File: src/hdl/ufbs_pkg.sv
package ufbs_pkg;
    localparam int DIV_W = 12;
    localparam int SCALE_W = 4;
    localparam int DATA_W = 8;
    localparam int RX_DEPTH = 2;
    localparam int CNT_W = 20;
    localparam int ACC_W = 8;
    localparam logic [4:0] SAMPLES_NORMAL = 5'h10;
    localparam logic [4:0] SAMPLES_DOUBLE = 5'h08;
    localparam logic [4:0] VOTE_FIRST_NORMAL = 5'h08;
    localparam logic [4:0] VOTE_FIRST_DOUBLE = 5'h04;
    localparam logic [4:0] VOTE_SPAN = 5'h02;
    localparam logic [3:0] FRAME_LAST_BIT = 4'h9;
    localparam logic [3:0] FRAME_STOP_BIT = 4'h9;
    localparam logic [3:0] SPI_LAST_HALF = 4'hf;
    localparam logic [2:0] SPI_LAST_BIT = 3'h7;
    localparam logic [DATA_W-1:0] DATA_RESET = 8'h00;
    localparam logic [SCALE_W-1:0] SCALE_RESET = 4'h0;
    localparam logic [DIV_W-1:0] DIV_RESET = 12'h000;
    typedef enum logic [1:0] {TX_IDLE, TX_ASYNC, TX_SPI} ufbs_tx_state_t;
    typedef enum logic {RX_IDLE, RX_BITS} ufbs_rx_state_t;
endpackage

File: src/hdl/ufbs_baud_if.sv
`timescale 1ns/10ps
`default_nettype none
interface ufbs_baud_if;
    import ufbs_pkg::*;
    logic [DIV_W-1:0] divisor;
    logic [SCALE_W-1:0] scale;
    logic tick;
    modport gen (input divisor, input scale, output tick);
    modport user (output divisor, output scale, input tick);
endinterface
`default_nettype wire

File: src/hdl/ufbs_top.sv
// Overview of operation
// - Normal-speed receive takes sixteen samples per bit, three middle ones vote.
// - Baud counter counts down repeatedly, ticking at zero; sampling runs per tick.
// - Negative exponent adds one extra cycle to selected periods, raising average.
// - Divisor zero gives 160 cycles per ten-bit frame, divisor one gives 320.
// - Exponent -1 with divisor one gives 240 cycles per ten-bit frame.
// - At 32 MHz divisor zero gives 2M baud, double speed 4M baud.
// - In master SPI mode an enabled receiver captures the serial input.
// - In master SPI mode the device drives the transfer clock pin.
// - Every SPI transfer starts only when software writes the data location.
// - Buffered data enters the shift register only when it can start a frame.
// - Transmit and receive flags behave as in asynchronous operation.
// - Receiver error flags read zero in master SPI mode.
// - Disabling transmitter or receiver in SPI mode acts as in normal mode.
// - Clock phase and bit order selects act as standard SPI phase and order.
// - SPI waveform timing matches a standalone SPI master.
// - A transmit buffer sits ahead of the shift register for queueing.
// - Receive buffer holds two entries, one more than a plain SPI receiver.
// - No write collision detection exists in master SPI mode.
// - No SPI double-rate option; faster clocks come from the baud generator.
// - Serial out is MOSI, serial in is MISO, transfer clock is SCK, no select.
// - Double speed receive takes eight samples per bit.
`timescale 1ns/10ps
`default_nettype none
module ufbs_top
    import ufbs_pkg::*;
(
    input wire logic sys_clk,
    input wire logic rst_n,
    input wire logic spi_mode,
    input wire logic tx_enable,
    input wire logic rx_enable,
    input wire logic double_speed_select,
    input wire logic clock_phase_select,
    input wire logic bit_order_select,
    input wire logic [DIV_W-1:0] baud_divisor,
    input wire logic [SCALE_W-1:0] baud_scale_exponent,
    input wire logic [DATA_W-1:0] tx_data,
    input wire logic tx_write,
    output logic data_reg_empty,
    output logic tx_complete,
    input wire logic tx_complete_clear,
    output logic [DATA_W-1:0] rx_data,
    output logic rx_complete,
    input wire logic rx_read,
    output logic frame_error,
    output logic buffer_overflow,
    output logic txd_out,
    input wire logic rxd_in,
    output logic transfer_clock_pin
);
    ufbs_baud_if bif ();
    assign bif.divisor = baud_divisor;
    assign bif.scale = baud_scale_exponent;

    ufbs_baud_gen u_baud (
        .sys_clk(sys_clk),
        .rst_n(rst_n),
        .bif(bif)
    );

    generate
        if (RX_DEPTH != 2 || DATA_W != 8) begin : g_bad
            $error("ufbs_top: receive buffer must hold two bytes");
        end
    endgenerate

    function automatic logic pick(input logic [DATA_W-1:0] d, input logic [2:0] k,
                                  input logic lsb_first);
        pick = lsb_first ? d[k] : d[3'(DATA_W-1) - k];
    endfunction

    // Input synchroniser: level changes once second and third stage agree
    logic rx_s1_r, rx_s2_r, rx_s3_r, rxd_lvl_r, rxd_lvl_nxt;
    always_comb begin
        rxd_lvl_nxt = (rx_s2_r == rx_s3_r) ? rx_s3_r : rxd_lvl_r;
    end
    always_ff @(posedge sys_clk) begin
        if (!rst_n) begin
            rx_s1_r <= 1'b1;
            rx_s2_r <= 1'b1;
            rx_s3_r <= 1'b1;
            rxd_lvl_r <= 1'b1;
        end else begin
            rx_s1_r <= rxd_in;
            rx_s2_r <= rx_s1_r;
            rx_s3_r <= rx_s2_r;
            rxd_lvl_r <= rxd_lvl_nxt;
        end
    end

    logic [4:0] samples, vote_first;
    always_comb begin
        samples = double_speed_select ? SAMPLES_DOUBLE : SAMPLES_NORMAL;
        vote_first = double_speed_select ? VOTE_FIRST_DOUBLE : VOTE_FIRST_NORMAL;
    end

    // Transmit side
    ufbs_tx_state_t tx_st_r, tx_st_nxt;
    logic buf_full_r, buf_full_nxt;
    logic [DATA_W-1:0] buf_r, buf_nxt, tsh_r, tsh_nxt, rsh_spi_r, rsh_spi_nxt;
    logic [3:0] tbit_r, tbit_nxt;
    logic [4:0] ttick_r, ttick_nxt;
    logic txd_r, txd_nxt, xck_r, xck_nxt, txc_r, txc_nxt;
    logic tx_done, spi_push, leading, sample_edge;
    logic [2:0] kidx;

    always_comb begin
        tx_st_nxt = tx_st_r;
        buf_full_nxt = buf_full_r;
        buf_nxt = buf_r;
        tsh_nxt = tsh_r;
        rsh_spi_nxt = rsh_spi_r;
        tbit_nxt = tbit_r;
        ttick_nxt = ttick_r;
        txd_nxt = txd_r;
        xck_nxt = xck_r;
        txc_nxt = txc_r;
        tx_done = 1'b0;
        spi_push = 1'b0;
        leading = !xck_r;
        kidx = tbit_r[3:1];
        sample_edge = leading ^ clock_phase_select;
        // Writes while the buffer is full are dropped silently
        if (tx_write && !buf_full_r) begin
            buf_full_nxt = 1'b1;
            buf_nxt = tx_data;
        end
        unique case (tx_st_r)
            TX_IDLE: begin
                xck_nxt = 1'b0;
                txd_nxt = spi_mode ? txd_r : 1'b1;
                // Start on a baud tick so the first bit gets its full length
                if (buf_full_r && tx_enable && bif.tick) begin
                    buf_full_nxt = 1'b0;
                    tsh_nxt = buf_r;
                    tbit_nxt = '0;
                    ttick_nxt = '0;
                    if (spi_mode) begin
                        tx_st_nxt = TX_SPI;
                        if (!clock_phase_select) begin
                            txd_nxt = pick(buf_r, 3'h0, bit_order_select);
                        end
                    end else begin
                        tx_st_nxt = TX_ASYNC;
                        txd_nxt = 1'b0;
                    end
                end
            end
            TX_ASYNC: begin
                if (bif.tick) begin
                    ttick_nxt = ttick_r + 5'h01;
                    if (ttick_r == samples - 5'h01) begin
                        ttick_nxt = '0;
                        tbit_nxt = tbit_r + 4'h1;
                        if (tbit_r == FRAME_LAST_BIT) begin
                            tx_done = 1'b1;
                        end else if (tbit_r == FRAME_LAST_BIT - 4'h1) begin
                            txd_nxt = 1'b1;
                        end else begin
                            txd_nxt = tsh_r[tbit_r[2:0]];
                        end
                    end
                end
            end
            TX_SPI: begin
                // One baud tick per half period of the transfer clock
                if (bif.tick) begin
                    xck_nxt = !xck_r;
                    tbit_nxt = tbit_r + 4'h1;
                    if (sample_edge) begin
                        rsh_spi_nxt[bit_order_select ? kidx : SPI_LAST_BIT - kidx] = rxd_lvl_r;
                    end
                    if (clock_phase_select && leading) begin
                        txd_nxt = pick(tsh_r, kidx, bit_order_select);
                    end else if (!clock_phase_select && !leading && kidx != SPI_LAST_BIT) begin
                        txd_nxt = pick(tsh_r, kidx + 3'h1, bit_order_select);
                    end
                    if (tbit_r == SPI_LAST_HALF) begin
                        tx_done = 1'b1;
                        spi_push = rx_enable;
                    end
                end
            end
            default: tx_st_nxt = TX_IDLE;
        endcase
        if (tx_done) begin
            tx_st_nxt = TX_IDLE;
        end
        if (!tx_enable) begin
            buf_full_nxt = 1'b0;
        end
        // A frame ending in the clearing cycle still sets the flag
        if (tx_complete_clear) begin
            txc_nxt = 1'b0;
        end
        if (tx_done && !buf_full_r) begin
            txc_nxt = 1'b1;
        end
    end

    always_ff @(posedge sys_clk) begin
        if (!rst_n) begin
            tx_st_r <= TX_IDLE;
            buf_full_r <= 1'b0;
            buf_r <= DATA_RESET;
            tsh_r <= DATA_RESET;
            rsh_spi_r <= DATA_RESET;
            tbit_r <= '0;
            ttick_r <= '0;
            txd_r <= 1'b1;
            xck_r <= 1'b0;
            txc_r <= 1'b0;
        end else begin
            tx_st_r <= tx_st_nxt;
            buf_full_r <= buf_full_nxt;
            buf_r <= buf_nxt;
            tsh_r <= tsh_nxt;
            rsh_spi_r <= rsh_spi_nxt;
            tbit_r <= tbit_nxt;
            ttick_r <= ttick_nxt;
            txd_r <= txd_nxt;
            xck_r <= xck_nxt;
            txc_r <= txc_nxt;
        end
    end

    // Asynchronous receive side
    ufbs_rx_state_t rx_st_r, rx_st_nxt;
    logic [4:0] scnt_r, scnt_nxt, nidx;
    logic [3:0] rbit_r, rbit_nxt;
    logic [1:0] votes_r, votes_nxt, vsum;
    logic [DATA_W-1:0] rsh_r, rsh_nxt;
    logic async_push, async_fe, bit_val;

    always_comb begin
        rx_st_nxt = rx_st_r;
        scnt_nxt = scnt_r;
        rbit_nxt = rbit_r;
        votes_nxt = votes_r;
        rsh_nxt = rsh_r;
        async_push = 1'b0;
        async_fe = 1'b0;
        nidx = (scnt_r == samples) ? 5'h01 : scnt_r + 5'h01;
        vsum = votes_r + 2'(rxd_lvl_r);
        bit_val = vsum[1];
        unique case (rx_st_r)
            RX_IDLE: begin
                if (bif.tick && !rxd_lvl_r) begin
                    rx_st_nxt = RX_BITS;
                    scnt_nxt = 5'h01;
                    rbit_nxt = '0;
                    votes_nxt = '0;
                end
            end
            RX_BITS: begin
                if (bif.tick) begin
                    scnt_nxt = nidx;
                    if (nidx >= vote_first && nidx <= vote_first + VOTE_SPAN) begin
                        votes_nxt = vsum;
                    end
                    if (nidx == vote_first + VOTE_SPAN) begin
                        votes_nxt = '0;
                        rbit_nxt = rbit_r + 4'h1;
                        if (rbit_r == '0 && bit_val) begin
                            rx_st_nxt = RX_IDLE;
                        end else if (rbit_r == FRAME_STOP_BIT) begin
                            rx_st_nxt = RX_IDLE;
                            async_push = 1'b1;
                            async_fe = !bit_val;
                        end else if (rbit_r != '0) begin
                            rsh_nxt = {bit_val, rsh_r[DATA_W-1:1]};
                        end
                    end
                end
            end
        endcase
        if (!rx_enable || spi_mode) begin
            rx_st_nxt = RX_IDLE;
        end
    end

    always_ff @(posedge sys_clk) begin
        if (!rst_n) begin
            rx_st_r <= RX_IDLE;
            scnt_r <= '0;
            rbit_r <= '0;
            votes_r <= '0;
            rsh_r <= DATA_RESET;
        end else begin
            rx_st_r <= rx_st_nxt;
            scnt_r <= scnt_nxt;
            rbit_r <= rbit_nxt;
            votes_r <= votes_nxt;
            rsh_r <= rsh_nxt;
        end
    end

    // Two-entry receive buffer
    logic [DATA_W-1:0] fdat_r [RX_DEPTH];
    logic [DATA_W-1:0] fdat_nxt [RX_DEPTH];
    logic [RX_DEPTH-1:0] ffe_r, ffe_nxt;
    logic [1:0] fcnt_r, fcnt_nxt;
    logic frp_r, frp_nxt, ovf_r, ovf_nxt, push, pop, wp;

    always_comb begin
        fdat_nxt = fdat_r;
        ffe_nxt = ffe_r;
        fcnt_nxt = fcnt_r;
        frp_nxt = frp_r;
        ovf_nxt = ovf_r;
        push = async_push || spi_push;
        pop = rx_read && fcnt_r != 2'h0;
        wp = frp_r ^ fcnt_r[0];
        if (pop) begin
            frp_nxt = !frp_r;
            ovf_nxt = 1'b0;
        end
        if (push && (fcnt_r != 2'(RX_DEPTH) || pop)) begin
            // Next value keeps a bit sampled on the final clock edge
            fdat_nxt[pop && fcnt_r == 2'(RX_DEPTH) ? frp_r : wp] = spi_mode ? rsh_spi_nxt : rsh_r;
            ffe_nxt[pop && fcnt_r == 2'(RX_DEPTH) ? frp_r : wp] = async_fe;
        end else if (push) begin
            ovf_nxt = 1'b1;
        end
        fcnt_nxt = fcnt_r + 2'(push && (fcnt_r != 2'(RX_DEPTH) || pop)) - 2'(pop);
        if (!rx_enable) begin
            fcnt_nxt = '0;
            ovf_nxt = 1'b0;
        end
    end

    always_ff @(posedge sys_clk) begin
        if (!rst_n) begin
            fdat_r <= '{default: DATA_RESET};
            ffe_r <= '0;
            fcnt_r <= '0;
            frp_r <= 1'b0;
            ovf_r <= 1'b0;
        end else begin
            fdat_r <= fdat_nxt;
            ffe_r <= ffe_nxt;
            fcnt_r <= fcnt_nxt;
            frp_r <= frp_nxt;
            ovf_r <= ovf_nxt;
        end
    end

    assign data_reg_empty = !buf_full_r;
    assign tx_complete = txc_r;
    assign rx_data = fdat_r[frp_r];
    assign rx_complete = (fcnt_r != 2'h0);
    assign frame_error = ffe_r[frp_r] && !spi_mode && rx_complete;
    assign buffer_overflow = ovf_r && !spi_mode;
    assign txd_out = txd_r;
    assign transfer_clock_pin = xck_r && spi_mode;

    // Checks
    logic [3:0] rise_cnt_r;
    always_ff @(posedge sys_clk) begin
        if (!rst_n || tx_st_r == TX_IDLE) begin
            rise_cnt_r <= '0;
        end else if (bif.tick && !xck_r && tx_st_r == TX_SPI) begin
            rise_cnt_r <= rise_cnt_r + 4'h1;
        end
    end
endmodule
`default_nettype wire

File: src/hdl/ufbs_baud_gen.sv
`timescale 1ns/10ps
`default_nettype none
module ufbs_baud_gen
    import ufbs_pkg::*;
(
    input wire logic sys_clk,
    input wire logic rst_n,
    ufbs_baud_if.gen bif
);
    logic [CNT_W-1:0] cnt_r, cnt_nxt;
    logic [ACC_W-1:0] acc_r, acc_nxt;
    logic [SCALE_W-1:0] mag;
    logic [ACC_W-1:0] one_mag, frac, sum;
    logic [CNT_W-1:0] reload;
    logic carry;

    generate
        if (DIV_W < 1 || SCALE_W != 4 || ACC_W < 8) begin : g_bad
            $error("ufbs_baud_gen: unsupported widths");
        end
    endgenerate

    assign bif.tick = (cnt_r == '0);

    // Positive exponent stretches the whole period; negative adds fractional cycles
    always_comb begin
        mag = bif.scale[SCALE_W-1] ? SCALE_W'(-bif.scale) : bif.scale;
        one_mag = ACC_W'(1) << mag;
        frac = ACC_W'(bif.divisor) & (one_mag - ACC_W'(1));
        sum = acc_r + frac;
        carry = 1'b0;
        acc_nxt = acc_r;
        if (bif.scale[SCALE_W-1]) begin
            carry = (sum >= one_mag);
            reload = CNT_W'(bif.divisor >> mag) + CNT_W'(carry);
        end else begin
            reload = (CNT_W'(bif.divisor + 1'b1) << bif.scale) - CNT_W'(1);
        end
        cnt_nxt = cnt_r - CNT_W'(1);
        if (bif.tick) begin
            cnt_nxt = reload;
            if (bif.scale[SCALE_W-1]) begin
                acc_nxt = carry ? sum - one_mag : sum;
            end
        end
    end

    always_ff @(posedge sys_clk) begin
        if (!rst_n) begin
            cnt_r <= '0;
            acc_r <= '0;
        end else begin
            cnt_r <= cnt_nxt;
            acc_r <= acc_nxt;
        end
    end
endmodule
`default_nettype wire

File: config.mk
export PLATFORM = sky130hd
export DESIGN_NAME = ufbs_top
export DESIGN_NICKNAME = d
export VERILOG_FILES = /design/src/hdl/ufbs_pkg.sv /design/src/hdl/ufbs_baud_if.sv /design/src/hdl/ufbs_top.sv /design/src/hdl/ufbs_baud_gen.sv
export SDC_FILE = /design/constraint.sdc
export NUM_CORES = 1
export LEC_CHECK = 0
export BUFFER_PORTS_ARGS = -buffer_cell sky130_fd_sc_hd__buf_2
export CORE_MARGIN = 5
export CORE_UTILIZATION = 30
export DETAILED_ROUTE_END_ITERATION = 7
export PLACE_DENSITY = 0.52
export SYNTH_ARGS = -nofsm -noshare
export SYNTH_HDL_FRONTEND = slang
export SYNTH_SLANG_ARGS = --single-unit
File: constraint.sdc
create_clock -name sys_clk -period 5.8 [get_ports sys_clk]
set_input_delay 0.58 -clock sys_clk [delete_from_list [all_inputs] [get_ports sys_clk]]
set_output_delay 0.58 -clock sys_clk [all_outputs]
set_load 0.005 [all_outputs]
==> results_tabular.tex, run 1 <==
\begin{tabular}{lr}
\hline
Metric & Value \\
\hline
\multicolumn{2}{l}{\textbf{Synthesis}} \\
Share of synthesized registers carrying an async set or reset & 0\% \\
Number of distinct library cell variants in the gate-level netlist after synthesis & 87 \\
Number of synthesis warnings & 0 \\
Most instantiated cells after synthesis & 153 x nor2\_1, 113 x dfxtp\_1, 103 x nand2\_1 \\
Register bit count reported by yosys & 113 \\
Yosys top cell by area & dfxtp\_1 \\
Post-Syn Area & 9260 um2 \\
Leading cell type by number of instances after synthesis & nor2\_1 \\
Cells taking the most area after synthesis & dfxtp\_1 24\%, nor2\_1 6.2\%, ha\_1 5.9\% \\
Prevailing post-synth register cell & dfxtp\_1 \\
Post-Syn Instances & 1166 \\
Number of enable flip-flop cells after synthesis & 0 \\
Portion of the post-synthesis area used by sequential elements & 24.4\% \\
Mean post-synth cell area & 7.94 um2 \\
Top cell type's share of synthesized area & 24.4\% \\
Post-synthesis net count & 1248 \\
\multicolumn{2}{l}{\textbf{Timing}} \\
Layout Skew & 0.0209 ns \\
Unrepaired setup endpoints after global routing & false \\
Final Hold Fails & 0 \\
Final worst slack & 0.615 ns \\
Setup-failing EPs final & 0 \\
Post-route fraction of the period consumed by the critical path & 89.4\% \\
Measured slew at the worst slew-check pin & 0.992 ns \\
Worst max-slew margin expressed relative to the limit & 33.3\% \\
Sum Neg Setup Slack & 0 ns \\
Timing-limited maximum frequency & 0.193 GHz \\
Final critical delay including setup and external delays & 5.19 ns \\
Count of pins over their slew limit & 0 \\
\multicolumn{2}{l}{\textbf{Layout}} \\
NumNets Final & 1262 \\
Fraction of layout instances using a drive strength above 1 & 13.6\% \\
Layout-stage area growth over the synthesis result & 12.8\% \\
N\_diodes & 0 \\
\multicolumn{2}{l}{\textbf{Critical path}} \\
Critical path startpoint & baud\_scale\_exponent[0] \\
Worst EP arrival & 5.52 ns \\
Critical path's top delay family & adder cells \\
Reg-to-Reg Start & u\_baud.acc\_r[0] \\
R2r endpoint & u\_baud.cnt\_r[10] \\
Kind of launch point of the worst setup path & primary input \\
Worst setup path endpoint & u\_baud.cnt\_r[10] \\
Slowest-stage cell, CP & or4\_1 \\
Cell depth of the worst flop-to-flop path & 20 \\
Logic depth of the worst setup path including buffers & 26 \\
Register-to-register setup slack & 1.85 ns \\
Most used cell along the critical path & ha\_1 \\
Worst setup path category & in2reg \\
Longest individual stage delay on the worst path & 0.53 ns \\
Critical path buffer and inverter count & 4 \\
Critical path fanouts, max & 6 \\
Nature of the critical path endpoint & register \\
Worst endpoint required time & 6.14 ns \\
\multicolumn{2}{l}{\textbf{Clock tree}} \\
Clk sink count & 113 \\
Clock transition at path regs & 0.05 ns \\
H-tree lvl count & 4 \\
Clock latency reported for the late side of the worst-skew pair & 0.43 ns \\
Clock tree from TritonCTS & built \\
CTS Hold Buffers Added & 0 \\
CTS buffer count & 17 \\
\# Post-CTS Setup Buffers & 0 \\
Bufs on Longest Clock Path & 2 \\
Clock root cell & clkbuf\_16 \\
CTS-repair resized insts & 0 \\
\multicolumn{2}{l}{\textbf{Placed design}} \\
Half-perimeter wire length of the detailed placement result & 18600 um \\
Final weighted congestion in routability-driven placement & 0.884 \\
Pre-CTS setup slack & 0.256 ns \\
Number of port buffers & 50 \\
\multicolumn{2}{l}{\textbf{Power and ir drop}} \\
Tot Pwr & 3.08 mW \\
LEAKAGE & 4.14 nW \\
P per Cell Area & 295 nW/um2 \\
Worst VDD drop & 198 uV \\
\multicolumn{2}{l}{\textbf{GRT}} \\
Maximum number of pins on one net before global-route repair & 84 \\
Met3 routing resource usage after global routing & 3.11\% \\
Met2 routing resource usage after global routing & 24.1\% \\
GRT Residual Overflow & 0 \\
Via count of the first global-routing pass & 8033 \\
Number of antenna violations at the first check in global routing & 0 \\
Total global-route track usage & 14.8\% \\
Most Crowded Layer GR & met2 \\
Wire length of the first global-routing pass & 41800 um \\
Global routing usage on met1 & 20.0\% \\
\multicolumn{2}{l}{\textbf{Route}} \\
DRC viols & 0 \\
Detailed-routing iteration count for the pre-antenna-repair pass & 5 \\
Overall via count from detail\_route & 8399 \\
Wire length per cell & 15.9 um \\
Drt total wl & 25300 um \\
Antenna violation net count after detailed routing & 0 \\
1st-iter DRT viols & 513 \\
DR vias/cell & 5.29 \\
\multicolumn{2}{l}{\textbf{Die}} \\
Std-Cell Rows & 64 \\
Die boundary width & 186 um \\
Core ar. & 30500 um2 \\
IO Pins & 51 \\
Die Height & 186 um \\
Effective utilization at floorplan & 30.4\% \\
Die area & 34500 um2 \\
\multicolumn{2}{l}{\textbf{Run status}} \\
Result of the run & completed \\
\multicolumn{2}{l}{\textbf{Flow run}} \\
Max-capacitance violation count & 0 \\
\multicolumn{2}{l}{\textbf{Hold path}} \\
Tightest Hold Check Type & in2reg \\
\hline
\end{tabular}
-- flip-flops by register name (all words and copies together) (netlist names), 2 cells and up --
signal,count
buf_r,8
fcnt_r,2
fdat_r,16
ffe_r,2
rbit_r,4
rsh_r,8
rsh_spi_r,8
scnt_r,5
tbit_r,4
tsh_r,8
ttick_r,5
tx_st_r,2
u_baud.acc_r,8
u_baud.cnt_r,20
votes_r,2
-- metrics by stage --
stage	instances	hold WS, ns	instance area (um2)	util (%)
after global placement	1557	0.394	9850	32.3
after floorplan	1166	0.386	9280	-
final	1589	0.352	10400	34.2
after global routing	1589	0.349	10400	34.2
after CTS	1589	0.349	10400	34.2
after detailed placement	1557	0.398	9850	32.3
-- worst register-to-register path: cells and delay by family, from the launching register on --
family / cells / cell delay [ns]
adders and majority gates: 4 / 1.17
AOI/OAI and AO/OA: 9 / 1.07
and+or+nand+nor: 3 / 0.85
DFF: 1 / 0.33
buffers and inverters: 3 / 0.30
xor gates and xnor gates: 1 / 0.15
-- worst min path at each step --
stage | slack [ns] | start | end | depth (start not counted)
after floorplan | 0.39 | rx_s1_r | rx_s2_r | 1
after global placement | 0.39 | rx_s1_r | rx_s2_r | 1
after detailed placement | 0.40 | rx_s1_r | rx_s2_r | 1
after CTS | 0.35 | rxd_in | rx_s1_r | 2
after global routing | 0.35 | rxd_in | rx_s1_r | 2
final | 0.35 | rxd_in | rx_s1_r | 2
-- cells in the final DEF (no fill, tap or decap), drive strengths merged, types with 6 or more instances in the layout --
master,n
or4,6
mux2i,52
a21oi,68
or3,13
a211o,6
xor2,27
mux4,22
o211ai,15
clkbuf,18
or2,6
and2,15
nand2,103
nand3,36
mux2,14
a31oi,6
nor2,153
o31ai,8
xnor2,42
inv,56
nand2b,14
dfxtp,113
nor4,11
nand4,19
nor3,27
and3,11
o21bai,6
nor2b,15
buf,71
a211oi,15
nor3b,6
ha,44
o21ai,44
a21o,14
o21a,25
-- power breakdown --
group | internal [mW] | switching (mW) | leakage [nW]
clock network | 0.648 | 0.405 | 0.280
logic | 0.461 | 0.672 | 2.95
registers | 0.841 | 0.0544 | 0.916
total | 1.95 | 1.13 | 4.14
-- layout make-up --
class                           count  area [um2]
Clock buffer                       18         439
Multi-Input combinational cell    924        6480
Fill cell                        3200       20100
Tap cell                          396         495
Clock inverter                     14         156
Timing Repair Buffer               71         408
Inverter                           53         199
Sequential cell                   113        2260
-- per-layer routing --
| metal | wire, um | vias to the layer above |
|---|---|---|
| li1 | - | 4224 |
| met1 | 12200 | 3991 |
| met2 | 11900 | 154 |
| met3 | 903 | 30 |
| met4 | 332 | 0 |
| met5 | 0 | - |
-- cell families after synthesis --
| family | share of synthesized area [%] |
|---|---|
| AO/OA/AOI/OAI | 19.6 |
| XOR/XNOR | 6.53 |
| adder cells (fa/ha/maj) | 6.38 |
| buffers and inverters | 5.70 |
| flip-flops | 24.4 |
| multiplexers | 12.7 |
| AND/OR/NAND/NOR | 24.7 |
(Power assumes the default switching activity.)
==> run 2, diff against run 1 <==
- PLACE_DENSITY: 0.52 -> 0.47
==> run 2 against run 1 <==
  * Wire length grew 2.2%
  * Clock-buffer cell count grew 5
  * Die area is the same
==> results_tabular.tex, run 2 (same netlist as run 1, synthesis figures left out) <==
\begin{tabular}{lr}
\hline
Metric & Value \\
\hline
\multicolumn{2}{l}{\textbf{Route}} \\
Drt total wl & 25900 um (+2.2\%) \\
Wire length per cell & 16.3 um (+2.2\%) \\
Detailed-routing iteration count for the pre-antenna-repair pass & 4 (-1) \\
Overall via count from detail\_route & 8307 (-1.1\%) \\
DRC viols & 0 (unchanged) \\
DR vias/cell & 5.23 (-1.1\%) \\
Antenna violation net count after detailed routing & 0 (unchanged) \\
1st-iter DRT viols & 470 (-8.4\%) \\
\multicolumn{2}{l}{\textbf{Layout}} \\
Fraction of layout instances using a drive strength above 1 & 13.3\% (-0.25 points) \\
Layout-stage area growth over the synthesis result & 13.2\% \\
Total area of multi-input combinational cells & 6480 um2 (unchanged) \\
Number of standard cells in the layout, taps in and fillers out & 1589 (unchanged) \\
Fillcell total & 3222 (+0.69\%) \\
Largest registers & u\_baud.cnt\_r (20), fdat\_r (16) \\
FF+latch area & 2260 um2 (unchanged) \\
Most frequent cells in the layout & 152 x nor2\_1, 113 x dfxtp\_1, 103 x nand2\_1 \\
NumNets Final & 1262 (unchanged) \\
Max FFs per register & 20 (unchanged) \\
Non-Filler Cell Area, Final & 10500 um2 (+0.35\%) \\
N\_diodes & 0 (unchanged) \\
Register ranked first by flip-flop count & u\_baud.cnt\_r \\
Final Util & 34.4\% (+0.12 points) \\
Leading cell type in the layout, fill and taps excluded & nor2\_1 \\
\multicolumn{2}{l}{\textbf{Timing}} \\
Tightest hold margin & 0.394 ns (+0.0420 ns) \\
Post-route fraction of the period consumed by the critical path & 90.0\% (+0.55 points) \\
Worst max-slew margin expressed relative to the limit & 31.3\% (-2.0 points) \\
Layout Skew & 0.0198 ns (-0.00104 ns) \\
Count of pins over their slew limit & 0 (unchanged) \\
Final worst slack & 0.583 ns (-0.0321 ns) \\
Sum Neg Setup Slack & 0 ns (unchanged) \\
Setup-failing EPs final & 0 (unchanged) \\
Final Hold Fails & 0 (unchanged) \\
Timing-limited maximum frequency & 0.192 GHz (-0.61\%) \\
Final critical delay including setup and external delays & 5.22 ns (+0.0321 ns) \\
Unrepaired setup endpoints after global routing & false \\
Measured slew at the worst slew-check pin & 1.02 ns (+0.0293 ns) \\
\multicolumn{2}{l}{\textbf{Critical path}} \\
Worst EP arrival & 5.55 ns (+0.03 ns) \\
Worst endpoint required time & 6.13 ns (about the same) \\
Nature of the critical path endpoint & register \\
Kind of launch point of the worst setup path & primary input \\
Worst setup path category & in2reg \\
Critical path fanouts, max & 6 (unchanged) \\
\multicolumn{2}{l}{\textbf{Clock tree}} \\
Bufs on Longest Clock Path & 2 (unchanged) \\
Clock latency reported for the late side of the worst-skew pair & 0.42 ns (about the same) \\
Clock root cell & clkbuf\_16 \\
CTS Hold Buffers Added & 0 (unchanged) \\
CTS-repair resized insts & 0 (unchanged) \\
Clock transition at path regs & 0.05 ns (about the same) \\
Clock tree from TritonCTS & built \\
CTS buffer count & 17 (unchanged) \\
Clk sink count & 113 (unchanged) \\
H-tree lvl count & 4 (unchanged) \\
\# Post-CTS Setup Buffers & 0 (unchanged) \\
\multicolumn{2}{l}{\textbf{Placed design}} \\
Half-perimeter wire length of the detailed placement result & 19100 um (+2.6\%) \\
Area after DPL & 9850 um2 (unchanged) \\
Final weighted congestion in routability-driven placement & 0.845 (-4.4\%) \\
Pre-CTS setup slack & 0.200 ns (-0.0559 ns) \\
Number of cells after detailed placement & 1557 (unchanged) \\
Number of port buffers & 50 (unchanged) \\
\multicolumn{2}{l}{\textbf{Die}} \\
Die area & 34500 um2 (unchanged) \\
Effective utilization at floorplan & 30.4\% (unchanged) \\
Die Height & 186 um (unchanged) \\
Std-Cell Rows & 64 (unchanged) \\
IO Pins & 51 (unchanged) \\
Die boundary width & 186 um (unchanged) \\
Core ar. & 30500 um2 (unchanged) \\
\multicolumn{2}{l}{\textbf{GRT}} \\
Total global-route track usage & 15.3\% (+0.45 points) \\
Wire length of the first global-routing pass & 42700 um (+2.1\%) \\
Via count of the first global-routing pass & 7937 (-1.2\%) \\
GRT Residual Overflow & 0 (unchanged) \\
Maximum number of pins on one net before global-route repair & 84 (unchanged) \\
Number of antenna violations at the first check in global routing & 0 (unchanged) \\
\multicolumn{2}{l}{\textbf{Hold path}} \\
Tightest Hold Check Type & in2reg \\
\multicolumn{2}{l}{\textbf{Power and ir drop}} \\
Tot Pwr & 3.15 mW (+2.2\%) \\
P per Cell Area & 300 nW/um2 (+1.8\%) \\
Worst VDD drop & 223 uV (+13\%) \\
LEAKAGE & 4.17 nW (+0.58\%) \\
\multicolumn{2}{l}{\textbf{Run status}} \\
Result of the run & completed \\
\multicolumn{2}{l}{\textbf{Flow run}} \\
Max-capacitance violation count & 0 (unchanged) \\
\hline
\end{tabular}
[run 2: cell count changes in the layout (fill, tap and decap cells not counted), sizes merged]
cell and delta:
inv -3, clkinv -2, bufinv +2, clkinvlp -2, clkbuf +5
[run 2: area by class of cell]
type	instances	share of cell area, %
multi-input combinational	924	61.9
tap	396	4.73
clock inverter	9	1.47
clock buffer	23	4.56
inverter	53	1.90
sequential	113	21.6
timing repair buffer	71	3.89
[run 2: path summary, 6_finish.rpt]
check / startpoint / end / slack, ns / depth (start not counted)
worst max-delay path: baud_scale_exponent[0] / u_baud.cnt_r[10] / 0.58 / 26
worst min-delay path: tx_data[2] / buf_r[2] / 0.39 / 3
worst max register to register: u_baud.acc_r[0] / u_baud.cnt_r[10] / 1.80 / 20
worst min register to register: rx_s1_r / rx_s2_r / 0.40 / 1
[run 2: report_power, final]
part | total, mW | switching, mW | internal [mW] | leakage (nW)
Combinational | 1.13 | 0.669 | 0.460 | 2.95
Sequential | 0.896 | 0.0551 | 0.841 | 0.916
Clock | 1.12 | 0.370 | 0.752 | 0.303
[run 2: metal layers]
metal	share of wire, %	track usage (%)
met1	49	21.4
met2	46	24.4
met3	3.6	3.15
met4	0.97	3.38
met5	0	0
[run 2: worst max-delay path, stage by stage]
cell and delay, ns:
buf_2 0.11, inv_1 0.06, ha_1 0.33, mux2_1 0.34, nor2_2 0.11, nand2_1 0.10
ha_1 0.27, or2b_1 0.26, fa_1 0.45, inv_1 0.07, a21oi_1 0.07, o21bai_1 0.22
a21o_1 0.17, a21oi_1 0.08, xnor2_1 0.15, ha_1 0.32, and4_1 0.17, a41oi_1 0.11
o21ai_0 0.13, a21oi_2 0.09, inv_1 0.15, ha_1 0.27, nand2_1 0.16, or4_1 0.52
o211a_1 0.12, a21oi_1 0.13
==> run 3, diff against run 2 <==
- CAP_MARGIN: not set -> 20
- CTS_BUF_LIST: not set -> sky130_fd_sc_hd__clkbuf_2
==> run 3 against run 2 <==
  * Clock skew increased by 0.020 ns
  * Clock-buffer cell count decreased by 3
  * Critical path depth unchanged
  * First-iteration DRC count increased by 15%
  * Final cell count about the same
  * Die area unchanged
  * Register-to-register slack got worse by 0.03 ns
  * Combinational power about the same
  * Fmax increased by 5.6%
  * Worst hold slack got worse by 0.27 ns
  * Global-route usage decreased by 0.17 points
  * Critical endpoint unchanged
==> results_tabular.tex, run 3 (same netlist as run 1, synthesis figures left out) <==
\begin{tabular}{lr}
\hline
Metric & Value \\
\hline
\multicolumn{2}{l}{\textbf{Run status}} \\
Result of the run & completed \\
\multicolumn{2}{l}{\textbf{Clock tree}} \\
CTS buffer count & 17 (unchanged) \\
H-tree lvl count & 4 (unchanged) \\
CTS Hold Buffers Added & 0 (unchanged) \\
Clock tree from TritonCTS & built \\
Bufs on Longest Clock Path & 2 (unchanged) \\
Clock latency reported for the late side of the worst-skew pair & 0.68 ns (+0.26 ns) \\
Clock transition at path regs & 0.19 ns (+0.14 ns) \\
CTS-repair resized insts & 0 (unchanged) \\
Clock root cell & clkbuf\_2 \\
Clk sink count & 113 (unchanged) \\
\# Post-CTS Setup Buffers & 0 (unchanged) \\
\multicolumn{2}{l}{\textbf{Layout}} \\
Leading cell type in the layout, fill and taps excluded & nor2\_1 \\
Most frequent cells in the layout & 152 x nor2\_1, 113 x dfxtp\_1, 103 x nand2\_1 \\
Number of standard cells in the layout, taps in and fillers out & 1590 (+0.063\%) \\
Total area of multi-input combinational cells & 6480 um2 (unchanged) \\
Largest registers & u\_baud.cnt\_r (20), fdat\_r (16) \\
Layout-stage area growth over the synthesis result & 9.26\% \\
Fraction of layout instances using a drive strength above 1 & 13.3\% (unchanged) \\
NumNets Final & 1262 (unchanged) \\
Fillcell total & 3270 (+1.5\%) \\
Max FFs per register & 20 (unchanged) \\
FF+latch area & 2260 um2 (unchanged) \\
Register ranked first by flip-flop count & u\_baud.cnt\_r \\
\multicolumn{2}{l}{\textbf{Route}} \\
Detailed-routing iteration count for the pre-antenna-repair pass & 5 (+1) \\
Wire length per cell & 16.2 um (-0.73\%) \\
Overall via count from detail\_route & 8292 (-0.18\%) \\
Drt total wl & 25700 um (-0.67\%) \\
DRC viols & 0 (unchanged) \\
Antenna violation net count after detailed routing & 0 (unchanged) \\
DR vias/cell & 5.22 (-0.24\%) \\
1st-iter DRT viols & 539 (+15\%) \\
\multicolumn{2}{l}{\textbf{Timing}} \\
Timing-limited maximum frequency & 0.202 GHz (+5.6\%) \\
Post-route fraction of the period consumed by the critical path & 85.2\% (-4.8 points) \\
Final Hold Fails & 0 (unchanged) \\
Count of pins over their slew limit & 0 (unchanged) \\
Measured slew at the worst slew-check pin & 1.01 ns (-0.0141 ns) \\
Final critical delay including setup and external delays & 4.94 ns (-0.277 ns) \\
Worst max-slew margin expressed relative to the limit & 32.3\% (+0.95 points) \\
Setup-failing EPs final & 0 (unchanged) \\
Sum Neg Setup Slack & 0 ns (unchanged) \\
Layout Skew & 0.0399 ns (+0.0201 ns) \\
Unrepaired setup endpoints after global routing & false \\
\multicolumn{2}{l}{\textbf{Die}} \\
Std-Cell Rows & 64 (unchanged) \\
Die Height & 186 um (unchanged) \\
IO Pins & 51 (unchanged) \\
Die area & 34500 um2 (unchanged) \\
Core ar. & 30500 um2 (unchanged) \\
Effective utilization at floorplan & 30.4\% (unchanged) \\
Die boundary width & 186 um (unchanged) \\
\multicolumn{2}{l}{\textbf{Placed design}} \\
Number of port buffers & 50 (unchanged) \\
Half-perimeter wire length of the detailed placement result & 19100 um (unchanged) \\
Final weighted congestion in routability-driven placement & 0.845 (unchanged) \\
Number of cells after detailed placement & 1557 (unchanged) \\
\multicolumn{2}{l}{\textbf{Critical path}} \\
Kind of launch point of the worst setup path & primary input \\
Most used cell along the critical path & ha\_1 \\
Worst EP arrival & 5.54 ns (about the same) \\
Longest individual stage delay on the worst path & 0.52 ns (about the same) \\
Worst endpoint required time & 6.40 ns (+0.27 ns) \\
Slowest-stage cell, CP & or4\_1 \\
Critical path fanouts, max & 6 (unchanged) \\
Worst setup path category & in2reg \\
Nature of the critical path endpoint & register \\
\multicolumn{2}{l}{\textbf{GRT}} \\
Via count of the first global-routing pass & 7958 (+0.26\%) \\
Total global-route track usage & 15.1\% (-0.17 points) \\
GRT Residual Overflow & 0 (unchanged) \\
Maximum number of pins on one net before global-route repair & 84 (unchanged) \\
Wire length of the first global-routing pass & 42300 um (-0.73\%) \\
Number of antenna violations at the first check in global routing & 1 (+1) \\
\multicolumn{2}{l}{\textbf{Flow run}} \\
Max-capacitance violation count & 0 (unchanged) \\
\multicolumn{2}{l}{\textbf{Hold path}} \\
Tightest Hold Check Type & in2reg \\
\multicolumn{2}{l}{\textbf{Power and ir drop}} \\
LEAKAGE & 4.02 nW (-3.5\%) \\
Combinational Power Share & 43.1\% (+7.2 points) \\
Design internal power & 1.58 mW (-23\%) \\
Sequential share of power & 34.2\% (+5.7 points) \\
P per Cell Area & 259 nW/um2 (-14\%) \\
Switching share of power & 39.6\% (+4.8 points) \\
Clock group share of total power & 22.8\% (-13 points) \\
Switching power & 1.04 mW (-5.3\%) \\
Worst VDD drop & 223 uV (about the same) \\
\hline
\end{tabular}
==> run 3: metal layers <==
layer  vias up  track usage [%]  share of wire (%)
met5         -                0                  0
met4         0             3.06                1.0
met3        17             2.81                3.3
met2       129             24.3                 46
met1      3908             21.3                 49
li1       4238                -                  -
==> run 3: area by class of cell <==
class / count / area share (%)
clock buffer: 20 / 0.989
multi-input combinational: 924 / 64.1
clock inverter: 12 / 1.63
tap: 396 / 4.90
antenna: 1 / 0.0247
sequential: 113 / 22.4
inverter: 53 / 1.97
timing repair buffer: 71 / 4.03
==> run 3: worst max-delay path: cells and delay by family <==
| kind | cells | cell delay, ns |
|---|---|---|
| AND/OR/NAND/NOR | 6 | 1.32 |
| adder cells (fa/ha/maj) | 5 | 1.64 |
| AO/OA/AOI/OAI | 9 | 1.12 |
| buffers and inverters | 4 | 0.40 |
| multiplexers | 1 | 0.34 |
| XOR/XNOR | 1 | 0.15 |
==> run 3: power groups by stage <==
stage	Sequential [mW]	Combinational (mW)	Clock (mW)
finish	0.895	1.13	0.597
global route	0.906	1.28	0.670
CTS	0.895	1.14	0.632
detailed placement	0.912	1.13	0
global placement	0.912	1.14	0
floorplan	0.897	0.867	0
==> run 3: final timing paths <==
path                                              from                to  slack, ns  cells after the start
worst max-delay path            baud_scale_exponent[0]  u_baud.cnt_r[10]       0.86                     26
worst min-delay path                        tx_data[2]          buf_r[2]       0.12                      3
worst max register to register         u_baud.acc_r[0]  u_baud.cnt_r[10]       1.77                     20
worst min register to register                 rx_s1_r           rx_s2_r       0.43                      1
==> run 3: metrics by stage <==
| step | hold WS (ns) | worst slack (ns) | utilization (%) | power (mW) | instance area [um2] |
|---|---|---|---|---|---|
| 3_5_place_dp | 0.397 | 0.200 | 32.3 | 2.05 | 9850 |
| 4_1_cts | 0.0385 | 0.977 | 33.2 | 2.67 | 10100 |
| 3_3_place_gp | 0.392 | 0.317 | 32.3 | 2.05 | 9850 |
| 6_report | 0.121 | 0.859 | 33.2 | 2.62 | 10100 |
| 2_1_floorplan | 0.386 | 0.0191 | - | 1.76 | 9280 |
| 5_1_grt | 0.00942 | 0.473 | 33.2 | 2.85 | 10100 |
